$ cat config.mk
export PLATFORM = sky130hd
export DESIGN_NAME = lct_tx_datapath
export DESIGN_NICKNAME = d
export VERILOG_FILES = /design/src/lct_pkg.sv /design/src/lct_sync.sv /design/src/lct_tx_datapath.sv
export SDC_FILE = /design/constraint.sdc
export NUM_CORES = 1
export LEC_CHECK = 0
export BUFFER_PORTS_ARGS = -buffer_cell sky130_fd_sc_hd__buf_4
export CORE_MARGIN = 8
export CORE_UTILIZATION = 40
export DETAILED_ROUTE_END_ITERATION = 8
export PLACE_DENSITY = 0.66
export SLEW_MARGIN = 10
export SYNTH_ARGS = -nofsm -noshare
export SYNTH_HDL_FRONTEND = slang
export SYNTH_SLANG_ARGS = --single-unit
$ cat constraint.sdc
create_clock -name clk_in -period 4.2 [get_ports clk_in]
set_clock_uncertainty 0.05 [all_clocks]
set_input_delay 0.21 -clock clk_in [delete_from_list [all_inputs] [get_ports clk_in]]
set_output_delay 0.21 -clock clk_in [all_outputs]
set_load 0.1 [all_outputs]
$ cat src/lct_pkg.sv
// Shared constants for the loop cell transmit data path.
// Assumes a single 10 MHz system clock and an APB register bus.
package lct_pkg;

	// System clock rate and link clock figure
	localparam int CLK_HZ = 10_000_000;
	localparam int LINK_PERIOD_NS = 800;

	// Register byte offsets
	localparam logic [11:0] CTRL_OFFSET = 12'h000;
	localparam logic [11:0] SLVADDR_OFFSET = 12'h004;
	localparam logic [11:0] STATUS_OFFSET = 12'h008;

	// Control register field positions
	localparam int CTRL_ENABLE_BIT = 0;
	localparam int CTRL_MASTER_BIT = 1;
	localparam int CTRL_BYTE_MODE_BIT = 2;
	localparam int CTRL_ODD_PARITY_BIT = 3;
	localparam int CTRL_TWO_CELL_BIT = 4;

	// Reset values
	localparam logic [4:0] CTRL_RESET = 5'h00;
	localparam logic [5:0] SLVADDR_RESET = 6'h00;

	// Slave address compare width
	localparam int SLV_ADDR_WIDTH = 6;

	// Synchroniser depth for pin inputs
	localparam int SYNC_STAGES = 2;

	// Transfer states, Gray along idle -> master send / slave drive
	typedef enum logic [1:0] {
		ST_IDLE = 2'b00,
		ST_MASTER_SEND = 2'b01,
		ST_SLAVE_DRIVE = 2'b10
	} lct_state_type;

endpackage

$ cat src/lct_sync.sv
// Two-stage synchroniser for inputs from outside the clock domain.
// Assumes the inputs are plain levels; no edge is detected here.
module lct_sync #(
	parameter int WIDTH = 1
) (
	input wire logic clk_in,
	input wire logic rstn_in,
	input wire logic [WIDTH-1:0] async_in,
	output logic [WIDTH-1:0] sync_out
);

	// Both stages of the chain
	typedef struct packed {
		logic [WIDTH-1:0] stage1;
		logic [WIDTH-1:0] stage2;
	} lct_sync_state_type;

	lct_sync_state_type sync_ff;
	lct_sync_state_type nxt_sync;

	// First stage only feeds the second
	always_comb begin
		nxt_sync = sync_ff;
		nxt_sync.stage1 = async_in;
		nxt_sync.stage2 = sync_ff.stage1;
	end

	// Synchronous reset clears both stages
	always_ff @(posedge clk_in) begin
		if (!rstn_in) begin
			sync_ff <= '0;
		end else begin
			sync_ff <= nxt_sync;
		end
	end

	assign sync_out = sync_ff.stage2;

endmodule

$ cat src/lct_tx_datapath.sv
// Loop transmit data path: drives cell words, markers and parity onto the
// cell bus in master or slave mode, with an APB register slave.
// Assumes the link clock is much slower than clk_in (at least 4 clk per
// link period) and that the user side presents words of one cell back to back.

module lct_tx_datapath #(
	parameter int DATA_WIDTH = 16,
	parameter int ADDR_WIDTH = 12
) (
	input wire logic clk_in,
	input wire logic rstn_in,
	// APB slave
	input wire logic psel_in,
	input wire logic penable_in,
	input wire logic pwrite_in,
	input wire logic [11:0] paddr_in,
	input wire logic [31:0] pwdata_in,
	output logic [31:0] prdata_out,
	output logic pready_out,
	output logic pslverr_out,
	// User-side cell word stream
	input wire logic [DATA_WIDTH-1:0] cell_word_in,
	input wire logic cell_valid_in,
	input wire logic cell_prepend_in,
	input wire logic cell_first_in,
	input wire logic cell_last_in,
	output logic cell_take_out,
	// Link pins
	input wire logic tx_interface_clock_in,
	input wire logic tx_enable_n_in,
	output logic tx_enable_n_out,
	output logic tx_enable_n_oe_out,
	input wire logic [ADDR_WIDTH-1:0] tx_poll_address_in,
	output logic tx_space_available_out,
	output logic tx_space_available_oe_out,
	output logic tx_transfer_start_mark_out,
	output logic tx_transfer_start_mark_oe_out,
	output logic tx_cell_start_mark_out,
	output logic tx_cell_start_mark_oe_out,
	output logic [DATA_WIDTH-1:0] tx_cell_data_bus_out,
	output logic tx_cell_data_bus_oe_out,
	output logic tx_data_parity_out,
	output logic tx_data_parity_oe_out
);

	// Width of the synchronised pin group: link clock, enable, address
	localparam int SYNC_W = ADDR_WIDTH + 2;

	// All state of the block
	typedef struct packed {
		lct_pkg::lct_state_type state;
		logic link_prev;
		logic en_prev;
		logic [5:0] poll_prev;
		logic [4:0] ctrl;
		logic [5:0] slave_addr;
		logic [31:0] prdata;
		logic pready;
		logic pslverr;
		logic take;
		logic en_n;
		logic en_n_oe;
		logic space;
		logic space_oe;
		logic sx;
		logic sx_oe;
		logic sop;
		logic sop_oe;
		logic [DATA_WIDTH-1:0] data;
		logic data_oe;
		logic parity;
		logic parity_oe;
		logic [15:0] cell_count;
	} lct_top_state_type;

	lct_top_state_type top_ff;
	lct_top_state_type nxt_top;

	// Synchronised pins
	logic [SYNC_W-1:0] pins_sync;
	logic link_clk_sync;
	logic enable_n_sync;
	logic [ADDR_WIDTH-1:0] poll_addr_sync;

	// Decoded config bits
	logic cfg_enable;
	logic cfg_master;
	logic cfg_byte_mode;
	logic cfg_odd;

	// Edge of the link clock seen from clk_in
	logic link_edge;

	// Access phase of an APB transfer
	logic apb_access;

	// Word to be placed on the bus at this edge
	logic [DATA_WIDTH-1:0] word_masked;

	// Link clock, enable and poll address all come from the far side
	lct_sync #(
		.WIDTH(SYNC_W)
	) u_pin_sync (
		.clk_in(clk_in),
		.rstn_in(rstn_in),
		.async_in({tx_interface_clock_in, tx_enable_n_in, tx_poll_address_in}),
		.sync_out(pins_sync)
	);

	assign link_clk_sync = pins_sync[SYNC_W-1];
	assign enable_n_sync = pins_sync[SYNC_W-2];
	assign poll_addr_sync = pins_sync[ADDR_WIDTH-1:0];

	assign cfg_enable = top_ff.ctrl[lct_pkg::CTRL_ENABLE_BIT];
	assign cfg_master = top_ff.ctrl[lct_pkg::CTRL_MASTER_BIT];
	assign cfg_byte_mode = top_ff.ctrl[lct_pkg::CTRL_BYTE_MODE_BIT];
	assign cfg_odd = top_ff.ctrl[lct_pkg::CTRL_ODD_PARITY_BIT];

	// Rising edge of the synchronised link clock
	assign link_edge = link_clk_sync & ~top_ff.link_prev;

	assign apb_access = psel_in & penable_in & ~top_ff.pready;

	assign word_masked = cfg_byte_mode ? {{(DATA_WIDTH-8){1'b0}}, cell_word_in[7:0]} : cell_word_in;

	// Next-state logic for bus slave and link side
	always_comb begin
		nxt_top = top_ff;
		nxt_top.link_prev = link_clk_sync;
		// Far end moves enable and address right after its rise; use the level from before the edge
		nxt_top.en_prev = enable_n_sync;
		nxt_top.poll_prev = poll_addr_sync[lct_pkg::SLV_ADDR_WIDTH-1:0];
		nxt_top.take = 1'b0;

		// APB: one wait state, answer one cycle into the access phase
		nxt_top.pready = apb_access;
		nxt_top.pslverr = 1'b0;
		if (apb_access) begin
			nxt_top.prdata = '0;
			unique case (paddr_in)
				lct_pkg::CTRL_OFFSET: begin
					// Control bits steer the link logic
					if (pwrite_in) begin
						nxt_top.ctrl = pwdata_in[4:0];
					end
					nxt_top.prdata = {27'h000_0000, top_ff.ctrl};
				end
				lct_pkg::SLVADDR_OFFSET: begin
					// Slave poll address
					if (pwrite_in) begin
						nxt_top.slave_addr = pwdata_in[5:0];
					end
					nxt_top.prdata = {26'h000_0000, top_ff.slave_addr};
				end
				lct_pkg::STATUS_OFFSET: begin
					// Read-only link state and cell count
					nxt_top.prdata = {12'h000, top_ff.cell_count, 2'b00, top_ff.state};
				end
				default: begin
					// Unmapped address answers with an error
					nxt_top.pslverr = 1'b1;
				end
			endcase
		end

		// link outputs move only at link edge
		if (link_edge) begin
			nxt_top.sx = 1'b0;
			nxt_top.sop = 1'b0;
			if (!cfg_enable) begin
				nxt_top.state = lct_pkg::ST_IDLE;
				nxt_top.en_n = 1'b1;
				nxt_top.en_n_oe = 1'b0;
				nxt_top.space_oe = 1'b0;
				nxt_top.sx_oe = 1'b0;
				nxt_top.sop_oe = 1'b0;
				nxt_top.data_oe = 1'b0;
				nxt_top.parity_oe = 1'b0;
			end else if (cfg_master) begin
				// master mode markers and parity always driven
				nxt_top.sx_oe = 1'b1;
				nxt_top.sop_oe = 1'b1;
				nxt_top.parity_oe = 1'b1;
				nxt_top.data_oe = 1'b1;
				nxt_top.en_n_oe = 1'b1;
				nxt_top.space_oe = 1'b0;
				unique case (top_ff.state)
					lct_pkg::ST_MASTER_SEND: begin
						if (cell_valid_in) begin
							// enable stays low through the cell
							nxt_top.en_n = 1'b0;
							nxt_top.data = word_masked;
							nxt_top.take = 1'b1;
							nxt_top.sop = cell_first_in & ~cell_prepend_in;
							if (cell_last_in) begin
								nxt_top.state = lct_pkg::ST_IDLE;
								nxt_top.cell_count = top_ff.cell_count + 16'h0001;
							end
						end else begin
							// Source ran dry; pause the transfer
							nxt_top.en_n = 1'b1;
						end
					end
					default: begin
						// Idle or stale slave state: start a new block if a word waits
						nxt_top.en_n = 1'b1;
						nxt_top.state = lct_pkg::ST_IDLE;
						if (cell_valid_in) begin
							nxt_top.en_n = 1'b0;
							nxt_top.data = word_masked;
							nxt_top.take = 1'b1;
							// first block cycle carries the mark
							nxt_top.sx = 1'b1;
							nxt_top.sop = cell_first_in & ~cell_prepend_in;
							nxt_top.state = cell_last_in ? lct_pkg::ST_IDLE : lct_pkg::ST_MASTER_SEND;
							if (cell_last_in) begin
								nxt_top.cell_count = top_ff.cell_count + 16'h0001;
							end
						end
					end
				endcase
			end else begin
				// Slave mode: the far end owns the enable pin
				nxt_top.en_n_oe = 1'b0;
				nxt_top.en_n = 1'b1;
				// space reported one link cycle after match
				if (top_ff.poll_prev == top_ff.slave_addr) begin
					nxt_top.space_oe = 1'b1;
					nxt_top.space = cell_valid_in;
				end else begin
					nxt_top.space_oe = 1'b0;
				end
				unique case (top_ff.state)
					lct_pkg::ST_SLAVE_DRIVE: begin
						if (!top_ff.en_prev) begin
							// Enable still low: push the next word
							if (cell_valid_in) begin
								nxt_top.data = word_masked;
								nxt_top.take = 1'b1;
								nxt_top.sop = cell_first_in & ~cell_prepend_in;
								if (cell_last_in) begin
									nxt_top.cell_count = top_ff.cell_count + 16'h0001;
								end
							end
						end else begin
							// Enable released: let go of the bus
							nxt_top.state = lct_pkg::ST_IDLE;
							nxt_top.sx_oe = 1'b0;
							nxt_top.sop_oe = 1'b0;
							nxt_top.data_oe = 1'b0;
							nxt_top.parity_oe = 1'b0;
						end
					end
					default: begin
						nxt_top.state = lct_pkg::ST_IDLE;
						nxt_top.sx_oe = 1'b0;
						nxt_top.sop_oe = 1'b0;
						nxt_top.data_oe = 1'b0;
						nxt_top.parity_oe = 1'b0;
						if (!top_ff.en_prev) begin
							nxt_top.state = lct_pkg::ST_SLAVE_DRIVE;
							// markers and parity driven from this edge
							nxt_top.sx_oe = 1'b1;
							nxt_top.sop_oe = 1'b1;
							nxt_top.parity_oe = 1'b1;
							// data bus driven from this edge
							nxt_top.data_oe = 1'b1;
							if (cell_valid_in) begin
								nxt_top.data = word_masked;
								nxt_top.take = 1'b1;
								nxt_top.sx = 1'b1;
								nxt_top.sop = cell_first_in & ~cell_prepend_in;
								if (cell_last_in) begin
									nxt_top.cell_count = top_ff.cell_count + 16'h0001;
								end
							end
						end
					end
				endcase
			end
			// parity over all sixteen bus lines
			nxt_top.parity = (^nxt_top.data) ^ cfg_odd;
		end
	end

	// Single register stage for all state; synchronous active-low reset
	always_ff @(posedge clk_in) begin
		if (!rstn_in) begin
			top_ff <= '{
				state: lct_pkg::ST_IDLE,
				link_prev: 1'b0,
				en_prev: 1'b1,
				poll_prev: 6'h00,
				ctrl: lct_pkg::CTRL_RESET,
				slave_addr: lct_pkg::SLVADDR_RESET,
				prdata: 32'h0000_0000,
				pready: 1'b0,
				pslverr: 1'b0,
				take: 1'b0,
				en_n: 1'b1,
				en_n_oe: 1'b0,
				space: 1'b0,
				space_oe: 1'b0,
				sx: 1'b0,
				sx_oe: 1'b0,
				sop: 1'b0,
				sop_oe: 1'b0,
				data: '0,
				data_oe: 1'b0,
				parity: 1'b0,
				parity_oe: 1'b0,
				cell_count: 16'h0000
			};
		end else begin
			top_ff <= nxt_top;
		end
	end

	// Outputs straight from the state register
	assign prdata_out = top_ff.prdata;
	assign pready_out = top_ff.pready;
	assign pslverr_out = top_ff.pslverr;
	assign cell_take_out = top_ff.take;
	assign tx_enable_n_out = top_ff.en_n;
	assign tx_enable_n_oe_out = top_ff.en_n_oe;
	assign tx_space_available_out = top_ff.space;
	assign tx_space_available_oe_out = top_ff.space_oe;
	assign tx_transfer_start_mark_out = top_ff.sx;
	assign tx_transfer_start_mark_oe_out = top_ff.sx_oe;
	assign tx_cell_start_mark_out = top_ff.sop;
	assign tx_cell_start_mark_oe_out = top_ff.sop_oe;
	assign tx_cell_data_bus_out = top_ff.data;
	assign tx_cell_data_bus_oe_out = top_ff.data_oe;
	assign tx_data_parity_out = top_ff.parity;
	assign tx_data_parity_oe_out = top_ff.parity_oe;

endmodule

# Word level (Yosys, flattened, before mapping)
# Cells that the tools add are included.
[totals]
reg_bits = 127
out_inout_bits = 62
elab_cells = 101
[op_classes]
add_sub_neg = 1
eq_ne = 9
muxes = 46
bitwise_logic = 9
reduce_logical = 11
[op_table]
columns = ["operator", "n"]
rows = [
  ["$mux 16", 8],
  ["$pmux 20 s3", 1],
  ["$mux 17", 3],
  ["$mux 2", 11],
  ["$mux 22", 1],
  ["$mux 21", 1],
  ["$mux 20", 1],
  ["$mux 1", 19],
  ["$add 16x1->16 const B", 1],
  ["$reduce_xor 16->1", 1],
  ["$eq 12x3->1 const B", 1],
  ["$eq 12x4->1 const B", 1],
  ["$logic_not 12->1", 1],
  ["$ne 4x4->1 const B", 3],
  ["$reduce_and 3->1", 4],
  ["$reduce_and 4->1", 2],
  ["$eq 6x6->1", 1],
  ["$and 1x1->1", 4],
  ["$not 1->1", 4],
  ["$reduce_and 2->1", 2],
  ["$mux 3", 1],
  ["$reduce_or 3->1", 1],
  ["$eq 2x1->1 const B", 1],
  ["$eq 2x2->1 const B", 1],
  ["2 further kinds", 2],
]

# Logic depth before layout (Yosys ltp)
# Gate-level depths: netlist of run 1.
[logic_depth]
ltp_word = 10
ltp_mapped = 9

# By module
# From an unflattened synthesis of run 1, not the netlist that was laid out.
[unflattened]
hier_cells = 510
hier_area_um2 = 4804.6
[modules_own_cells]
columns = ["mod", "n_inst", "cells_each", "area_per_inst_um2", "seq_area_each_um2"]
rows = [
  ["lct_tx_datapath", 1, 452, 4018.9, 1681.6],
  ["lct_sync", 1, 58, 785.8, 560.5],
]

# Least setup slack after synthesis of run 1
# OpenSTA, ideal clock, no wires.
[synth_timing]
path_kind = "register to register"
from = "register top_ff (netlist bit pready_out)"
to = "register top_ff (netlist bit cfg_byte_mode)"
arrival_time_ns = 2.078
required_time_ns = 4.022
setup_slack_ns = 1.945
stages_incl_launch_ff = 6
path_buffers = 0
period_less_slack_ns = 2.255
path_cell_list = "dfxtp_1 > nand3b_1 > or2_4 > nor4b_4 > mux2i_1 > nor2_1"
[synth_via]
elab_chain_len = 3
[synth_rtl]
columns = ["element", "line_no", "source"]
rows = [
  ["start, declared", "lct_tx_datapath.sv:76", "lct_top_state_type top_ff;"],
  ["start signal, assigned", "lct_tx_datapath.sv:289", "top_ff <= '{"],
  ["start signal, assigned", "lct_tx_datapath.sv:315", "top_ff <= nxt_top;"],
  ["$not 1->1", "lct_tx_datapath.sv:122", "assign apb_access = psel_in & penable_in & ~top_ff.pready;"],
  ["$and 1x1->1", "lct_tx_datapath.sv:122", ""],
  ["$reduce_and 3->1 (no source line)", "-", ""],
]
# Every way passes these cells.
# A chain may end at the register's enable or synchronous reset.

# Worst setup path in the final report of run 1
[layout_timing]
from = "register u_pin_sync.sync_ff (netlist bit u_pin_sync.sync_out[13])"
to = "register top_ff[10] (netlist name)"
[layout_via]
elab_chain_len = 2
[layout_rtl]
columns = ["element", "line_no", "source"]
rows = [
  ["start, declared", "lct_sync.sv:18", "lct_sync_state_type sync_ff;"],
  ["start signal, assigned", "lct_sync.sv:33", "sync_ff <= nxt_sync;"],
  ["$and 1x1->1", "lct_tx_datapath.sv:120", "assign link_edge = link_clk_sync & ~top_ff.link_prev;"],
  ["$reduce_and 3->1 (no source line)", "-", ""],
]
# Every way passes these cells.

==> results of run 1 <==
[layer usage]
layer	GRT usage [%]	part of all wire (%)
met1	15.42	43
met2	21.66	51
met3	4.467	5.3
met4	2.544	0.81
met5	0	0
[per-stage QoR]
step                      util, %  area (sq um)
final                       48.28          5234
after global routing        48.28          5234
after CTS                   48.28          5234
after detailed placement    45.54          4937
after global placement      45.54          4937
after floorplan                 -          4469
[kinds of logic after synthesis]
family,after synthesis
compound gates,63
xor+xnor,46
fa+ha+maj,1
buf+inv,74
flops,100
mux,18
other cells,1
simple gates,187
[power groups by stage]
stage | sequential (mW) | clock [mW] | combinational (mW)
4_1_cts | 0.961 | 0.674 | 0.168
6_report | 0.961 | 0.649 | 0.167
3_5_place_dp | 0.983 | 0 | 0.162
2_1_floorplan | 0.992 | 0 | 0.107
5_1_grt | 0.963 | 0.717 | 0.178
3_3_place_gp | 0.983 | 0 | 0.160
[cell type report]
class                      count  area (sq um)  share of cell area, %
timing repair buffer         110         845.8                  16.16
clock inverter                 6         78.83                  1.506
tap                          140         175.2                  3.347
multi-input combinational    327          1991                  38.03
clock buffer                  10         137.6                  2.630
sequential                   100          2002                  38.25
inverter                       1         3.754                0.07172
[state kept, by name (all words and copies together), names as in the netlist, 8 cells and up]
name,flops
top_ff,33
prdata_out,20
tx_cell_data_bus_out,16
u_pin_sync.nxt_sync,8
u_pin_sync.sync_out,8
[placed cells by master (no fill, tap or decap), drive strengths merged, types with 3 or more instances in the layout]
| master | n |
|---|---|
| buf | 102 |
| dfxtp | 100 |
| nor2 | 68 |
| nand2 | 39 |
| a21oi | 34 |
| xnor2 | 26 |
| and2 | 25 |
| a22oi | 19 |
| xor2 | 19 |
| mux2i | 16 |
| conb | 12 |
| nand3 | 10 |
| clkbuf | 10 |
| nand3b | 9 |
| dlygate4sd3 | 8 |
| nor3 | 8 |
| o21ai | 7 |
| nand2b | 6 |
| nand4 | 4 |
| inv | 4 |
| nor2b | 3 |
| and3 | 3 |
[path summary, 6_finish.rpt]
check                                          start                      end  depth (start not counted)
hold / removal                          pwdata_in[5]  top_ff[83]$_SDFFE_PN0P_                          3
setup / recovery  u_pin_sync.sync_out[13]$_SDFF_PN0_  top_ff[10]$_SDFFE_PN0P_                          7
setup reg to reg  u_pin_sync.sync_out[13]$_SDFF_PN0_  top_ff[10]$_SDFFE_PN0P_                          7
hold reg to reg   u_pin_sync.sync_out[12]$_SDFF_PN0_    top_ff[95]$_SDFF_PN1_                          1
[tightest hold or removal path, delay by kind of cell]
kind | cells | cell delay [ns]
muxes | 1 | 0.05
and+or+nand+nor | 1 | 0.08
buffers and inverters | 1 | 0.07
==> impl_metrics.tcl, run 1 <==
set metrics [dict create \
    status "completed" \
    synthTopCellsByArea "dfxtp_1, buf_4, nor2_1" \
    p_int_mw 1.323 \
    cts_tree "done" \
    end_kind "flip-flop" \
    place_hpwl_mm 7.041 \
    syn_avg_cell_area_sq_um 9.037 \
    pwr-share-clk_pct 36.5 \
    synth_top_area_share_pct 45.21 \
    pwr-share-seq_pct 54.1 \
    die_w_microns 121.2 \
    numClockSinks 100 \
    postRouteAntennaNets 0 \
    start_kind "flip-flop" \
    grt_max_degree 43 \
    synth_ff_type "dfxtp_1" \
    clk_pin_slew_ns 0.10 \
    hold_viol_final 0 \
    yosysMostFrequentCell "dfxtp_1" \
    synthAdderAreaFrac_pct 0.2826 \
    grt_antenna_before_repair 0 \
    ys_ff_latch 100 \
    synth.area.mux_share_pct 4.125 \
    crit_buf_inv 0 \
    maxCapViolCount 0 \
    power_density_mw_per_mm2 339.6 \
    ys_seq_area_share_pct 45.21 \
    synth_compound_area_share_pct 8.364 \
    dp.cells 670 \
    final.min_clock_period_ns 2.720 \
    arrival_ns 2.92 \
    p_comb_share_pct 9.4 \
    gp_congestion 0.7742 \
    grt_use_total_pct 12.81 \
    cts_buffers 9 \
    finalSetupViolations 0 \
    total_power_mw 1.777 \
    antenna_cells 0 \
    r2r_setup_slack_ns 1.48 \
    path_cells "nor2b_1 -> and3_1 -> nand2_2 -> nor3_2 -> o211ai_1 -> a32oi_1 -> nor2_1" \
    die_y_microns 121.2 \
    yosys.area_share.simple_pct 21.42 \
    slew_headroom_pct 41.25 \
    drv_slew 0 \
    synth-xor-area-share_pct 9.749 \
    drive_gt1_share_pct 23.65 \
    grt_pass1_wl_mm 15.24 \
    synth_edf_count 0 \
    slowest_stage "and3_1" \
    worstSetupPathType "flip-flop to flip-flop" \
    detail_route.first_pass.iterations 4 \
    layout.nets 633 \
    post_drt_wl_per_cell_microns 13.55 \
    rsz0062_at_grt "no" \
    fin_tns_setup_ns 0 \
    fin_crit_sh_pct 64.75 \
    yosys-top-cells-count "dfxtp_1, nor2_1, buf_4" \
    synthArstFlopShare_pct 0 \
    postSynthCellCount 490 \
    grt_pass1_vias 3059 \
    clk_latency_ns 0.36 \
    io_pins 145 \
    cp.required_ns 4.41 \
    fin_hold_ws_ns 0.02843 \
    synth_top_family_by_area "simple AND/OR/NAND/NOR gates" \
    place_ws_ns 1.495 \
    cts_max_level 3 \
    core_area_sq_mm 0.01084 \
    portBuffers 100 \
    worst_pin_slew_ns 0.8773 \
    wl_mm 9.402 \
    vias 3242 \
    initial_core_util_pct 40.85 \
    dieArea_sq_mm 0.01469 \
    cp_max_fo 19 \
    routed_via_density 4.671 \
    nFillCells 1066 \
    p_leak_nw 2.159 \
    hold_buffers 8 \
    layout_setup_ws_ns 1.480 \
    p_sw_share_pct 25.57 \
    clock.fmax_mhz 367.7 \
    drc 0 \
    rows 38 \
    p_switching_uw 454.5 \
    clk_path_buf_depth 2 \
    synth_area_sq_mm 0.004428 \
    max-vdd-ir-drop_mv 0.1886 \
    instances_no_fill 694 \
    cts_setup_buffers 0 \
    drt_iter0_markers 214 \
    max_stage_delay_ns 0.73 \
    grt-ovfl-total 0 \
    cts-root-buf "clkbuf_8" \
    cts_resized 0 \
    ys_types 43 \
    syn2layout_area_growth_pct 18.20 \
    ys_warn_count 0 \
    cp_top_family "simple AND/OR/NAND/NOR gates" \
    hp-class "input port to flip-flop" \
    post-synth-top-area-cell "dfxtp_1" \
]
Note: power is estimated with default switching activity, not from simulation.
==> run 2: changes to the inputs <==
--- a/config.mk
+++ b/config.mk
@@ -5,11 +5,11 @@
 export SDC_FILE = /design/constraint.sdc
 export NUM_CORES = 1
 export LEC_CHECK = 0
+export ABC_AREA = 1
 export BUFFER_PORTS_ARGS = -buffer_cell sky130_fd_sc_hd__buf_4
 export CORE_MARGIN = 8
 export CORE_UTILIZATION = 40
 export DETAILED_ROUTE_END_ITERATION = 8
-export PLACE_DENSITY = 0.66
 export SLEW_MARGIN = 10
 export SYNTH_ARGS = -nofsm -noshare
 export SYNTH_HDL_FRONTEND = slang
==> constraint.sdc (replaced) <==
create_clock -name clk_in -period 2.79 [get_ports clk_in]
set_clock_uncertainty 0.05 [all_clocks]
set_input_delay 0.1395 -clock clk_in [delete_from_list [all_inputs] [get_ports clk_in]]
set_output_delay 0.1395 -clock clk_in [all_outputs]
set_load 0.1 [all_outputs]
==> run 2 against run 1 <==
Final cell count rose by 38%. Hold slack improved by 0.0065 ns. Sequential share of layout area fell by 4.8 points. Die area rose by 12%. Synthesized area rose by 14%. Synthesized cell count rose by 48%. Non-clock buffer count rose by 4. Register-to-register slack got worse by 0.96 ns. Setup slack got worse by 0.96 ns. Power rose by 89%.
==> impl_metrics.tcl, run 2 <==
set metrics [dict create \
    detail_route.first_pass.iterations 6 \
    cts-root-buf "clkbuf_16" \
    status "completed" \
    regMostFlops "top_ff" \
    hold_path_end "top_ff[88]$_SDFFE_PN0P_" \
    timing.rr.end "tx_data_parity_out$_SDFFE_PN0P_" \
    hp-start "pwdata_in[4]" \
    ys_ff_latch 100 \
    drt_iter0_markers 292 \
    place_hpwl_mm 9.150 \
    p_comb_share_pct 18.2 \
    start_kind "flip-flop" \
    postRouteAntennaNets 0 \
    synthArstFlopShare_pct 0 \
    hold_viol_final 0 \
    synth_top_family_by_area "simple AND/OR/NAND/NOR gates" \
    portBuffers 100 \
    hold_buffers 10 \
    drive_gt1_share_pct 17.79 \
    power_density_mw_per_mm2 563.2 \
    p_leak_nw 2.970 \
    synth_area_sq_mm 0.005057 \
    synthTopCellsByArea "dfxtp_1, nand2_1, inv_1" \
    io_pins 145 \
    syn2layout_area_growth_pct 18.23 \
    cts_tree "done" \
    initial_core_util_pct 40.57 \
    clk_path_buf_depth 2 \
    crit_buf_inv 4 \
    p_sw_share_pct 32.79 \
    grt_pass1_wl_mm 20.21 \
    pwr-share-clk_pct 37.4 \
    worstSetupPathType "flip-flop to flip-flop" \
    grt_pass1_vias 4310 \
    die_w_microns 128.4 \
    synth_top_area_share_pct 39.58 \
    layout_common_cells "nand2_1, inv_1, buf_4" \
    max_stage_delay_ns 0.39 \
    r2r-start "cfg_master$_SDFFE_PN0P_" \
    layout.nets 866 \
    hp-class "input port to flip-flop" \
    cts_max_level 3 \
    min_path_cells 3 \
    nFillCells 1255 \
    p_switching_mw 1.104 \
    wl_mm 12.49 \
    slowest_stage "dfxtp_1" \
    fin_tns_setup_ns 0 \
    cts_setup_buffers 0 \
    yosys.area_share.simple_pct 25.71 \
    grt_use_total_pct 15.20 \
    max-vdd-ir-drop_mv 0.2970 \
    syn_avg_cell_area_sq_um 6.985 \
    drc 0 \
    synth_edf_count 0 \
    clk_pin_slew_ns 0.08 \
    maxCapViolCount 0 \
    core_area_sq_mm 0.01247 \
    slew_headroom_pct 52.14 \
    reg2regPathDepth 16 \
    numClockSinks 100 \
    fin_util_pct 47.97 \
    yosys-top-cells-count "nand2_1, inv_1, dfxtp_1" \
    ys_warn_count 0 \
    r2r_setup_slack_ns 0.52 \
    cp_common_cell "nand2_1" \
    clock.fmax_mhz 439.7 \
    ff_latch_area_sq_mm 0.002002 \
    ys_seq_area_share_pct 39.58 \
    cp_top_family "simple AND/OR/NAND/NOR gates" \
    mostFrequentLayoutCell "nand2_1" \
    antenna_cells 0 \
    final.min_clock_period_ns 2.275 \
    fin_crit_sh_pct 81.52 \
    post_drt_wl_per_cell_microns 13.03 \
    cts_buffers 9 \
    end_kind "flip-flop" \
    grt-ovfl-total 0 \
    grt_max_degree 55 \
    cts_resized 0 \
    pwr-share-seq_pct 44.3 \
    arrival_ns 2.51 \
    clk_latency_ns 0.35 \
    finalSetupViolations 0 \
    dieArea_sq_mm 0.01650 \
    synth_ff_type "dfxtp_1" \
    synth_compound_area_share_pct 14.30 \
    grt_antenna_before_repair 0 \
    largest_reg_flops 33 \
    postSynthCellCount 724 \
    synth-xor-area-share_pct 1.385 \
    rsz0062_at_grt "no" \
    path_cells "inv_2 -> nand2_4 -> nand3_4 -> o21ai_0 -> inv_1 -> nand2_1 -> nand2_1 -> inv_1 -> nand2_1 -> nand2_1 -> inv_1 -> nand2_1 -> nand2_1 -> nand2_1 -> nand2_1 -> a21oi_2" \
    ys_types 44 \
    routed_via_density 4.738 \
    drv_slew 0 \
    vias 4544 \
    synth.area.mux_share_pct 0 \
    multi_input_area_sq_mm 0.002151 \
    gp_congestion 0.8181 \
    cp_max_fo 33 \
    post-synth-top-area-cell "dfxtp_1" \
    worst_pin_slew_ns 0.7170 \
    synthAdderAreaFrac_pct 0.2474 \
    die_y_microns 128.4 \
    cp.required_ns 3.02 \
    yosysMostFrequentCell "nand2_1" \
    rows 41 \
    p_int_mw 2.263 \
]
## run 2: layout make-up
class	count	area share, %
clock inverter	7	1.255
sequential	100	33.48
inverter	114	7.198
clock buffer	9	3.766
timing repair buffer	114	14.73
multi-input combinational	443	35.97
tap	172	3.599
## run 2: logic make-up (layout without fill, tap and decap cells)
| group | Yosys count | count (layout) |
|---|---|---|
| and+or+nand+nor | 290 | 290 |
| buffers and inverters | 192 | 244 |
| AOI/OAI and AO/OA | 132 | 132 |
| DFF | 100 | 100 |
| xor gates and xnor gates | 8 | 8 |
| adders and majority gates | 1 | 1 |
| other | 1 | 12 |
## run 2: power by group through the flow
stage | clock, mW | sequential (mW) | combinational [mW]
6_report | 1.26 | 1.49 | 0.614
5_1_grt | 1.35 | 1.50 | 0.658
4_1_cts | 1.29 | 1.49 | 0.615
3_5_place_dp | 0 | 1.53 | 0.604
3_3_place_gp | 0 | 1.53 | 0.597
2_1_floorplan | 0 | 1.54 | 0.492
## run 2: metrics by stage
stage	power, mW	area (sq um)	hold slack (ns)	std cells	worst slack [ns]
after floorplan	2.032	5099	0.1871	735	0.7224
after detailed placement	2.131	5579	0.2750	933	0.5408
after CTS	3.403	5979	0.02419	959	0.5359
final	3.367	5979	0.03488	959	0.5155
after global placement	2.122	5579	0.2703	933	0.5932
after global routing	3.506	5979	0.03360	959	0.2320
## run 2: worst max path at each step
stage,start,cells past startpoint,slack [ns],endpoint
2_1_floorplan,pready_out$_SDFF_PN0_,7,0.72,top_ff[80]$_SDFFE_PN0P_
3_3_place_gp,cfg_master$_SDFFE_PN0P_,15,0.59,tx_data_parity_out$_SDFFE_PN0P_
3_5_place_dp,cfg_master$_SDFFE_PN0P_,15,0.54,tx_data_parity_out$_SDFFE_PN0P_
4_1_cts,cfg_master$_SDFFE_PN0P_,16,0.54,tx_data_parity_out$_SDFFE_PN0P_
5_1_grt,cfg_master$_SDFFE_PN0P_,16,0.23,tx_data_parity_out$_SDFFE_PN0P_
6_report,cfg_master$_SDFFE_PN0P_,16,0.52,tx_data_parity_out$_SDFFE_PN0P_
## run 2: worst min-delay path, delay by kind of cell
kind | cells | cell delay (ns)
buffers and inverters | 1 | 0.12
AO/OA/AOI/OAI | 1 | 0.06
AND/OR/NAND/NOR | 1 | 0.07
## run 2: metal layers
metal / vias to the layer above / wire length (microns) / global-route usage [%] / part of all wire [%]
li1: 2361 / - / - / -
met1: 2051 / 5674 / 18.86 / 45
met2: 119 / 5779 / 24.67 / 46
met3: 13 / 860 / 3.765 / 6.9
met5: - / 0 / 0 / 0
met4: 0 / 177 / 6.294 / 1.4
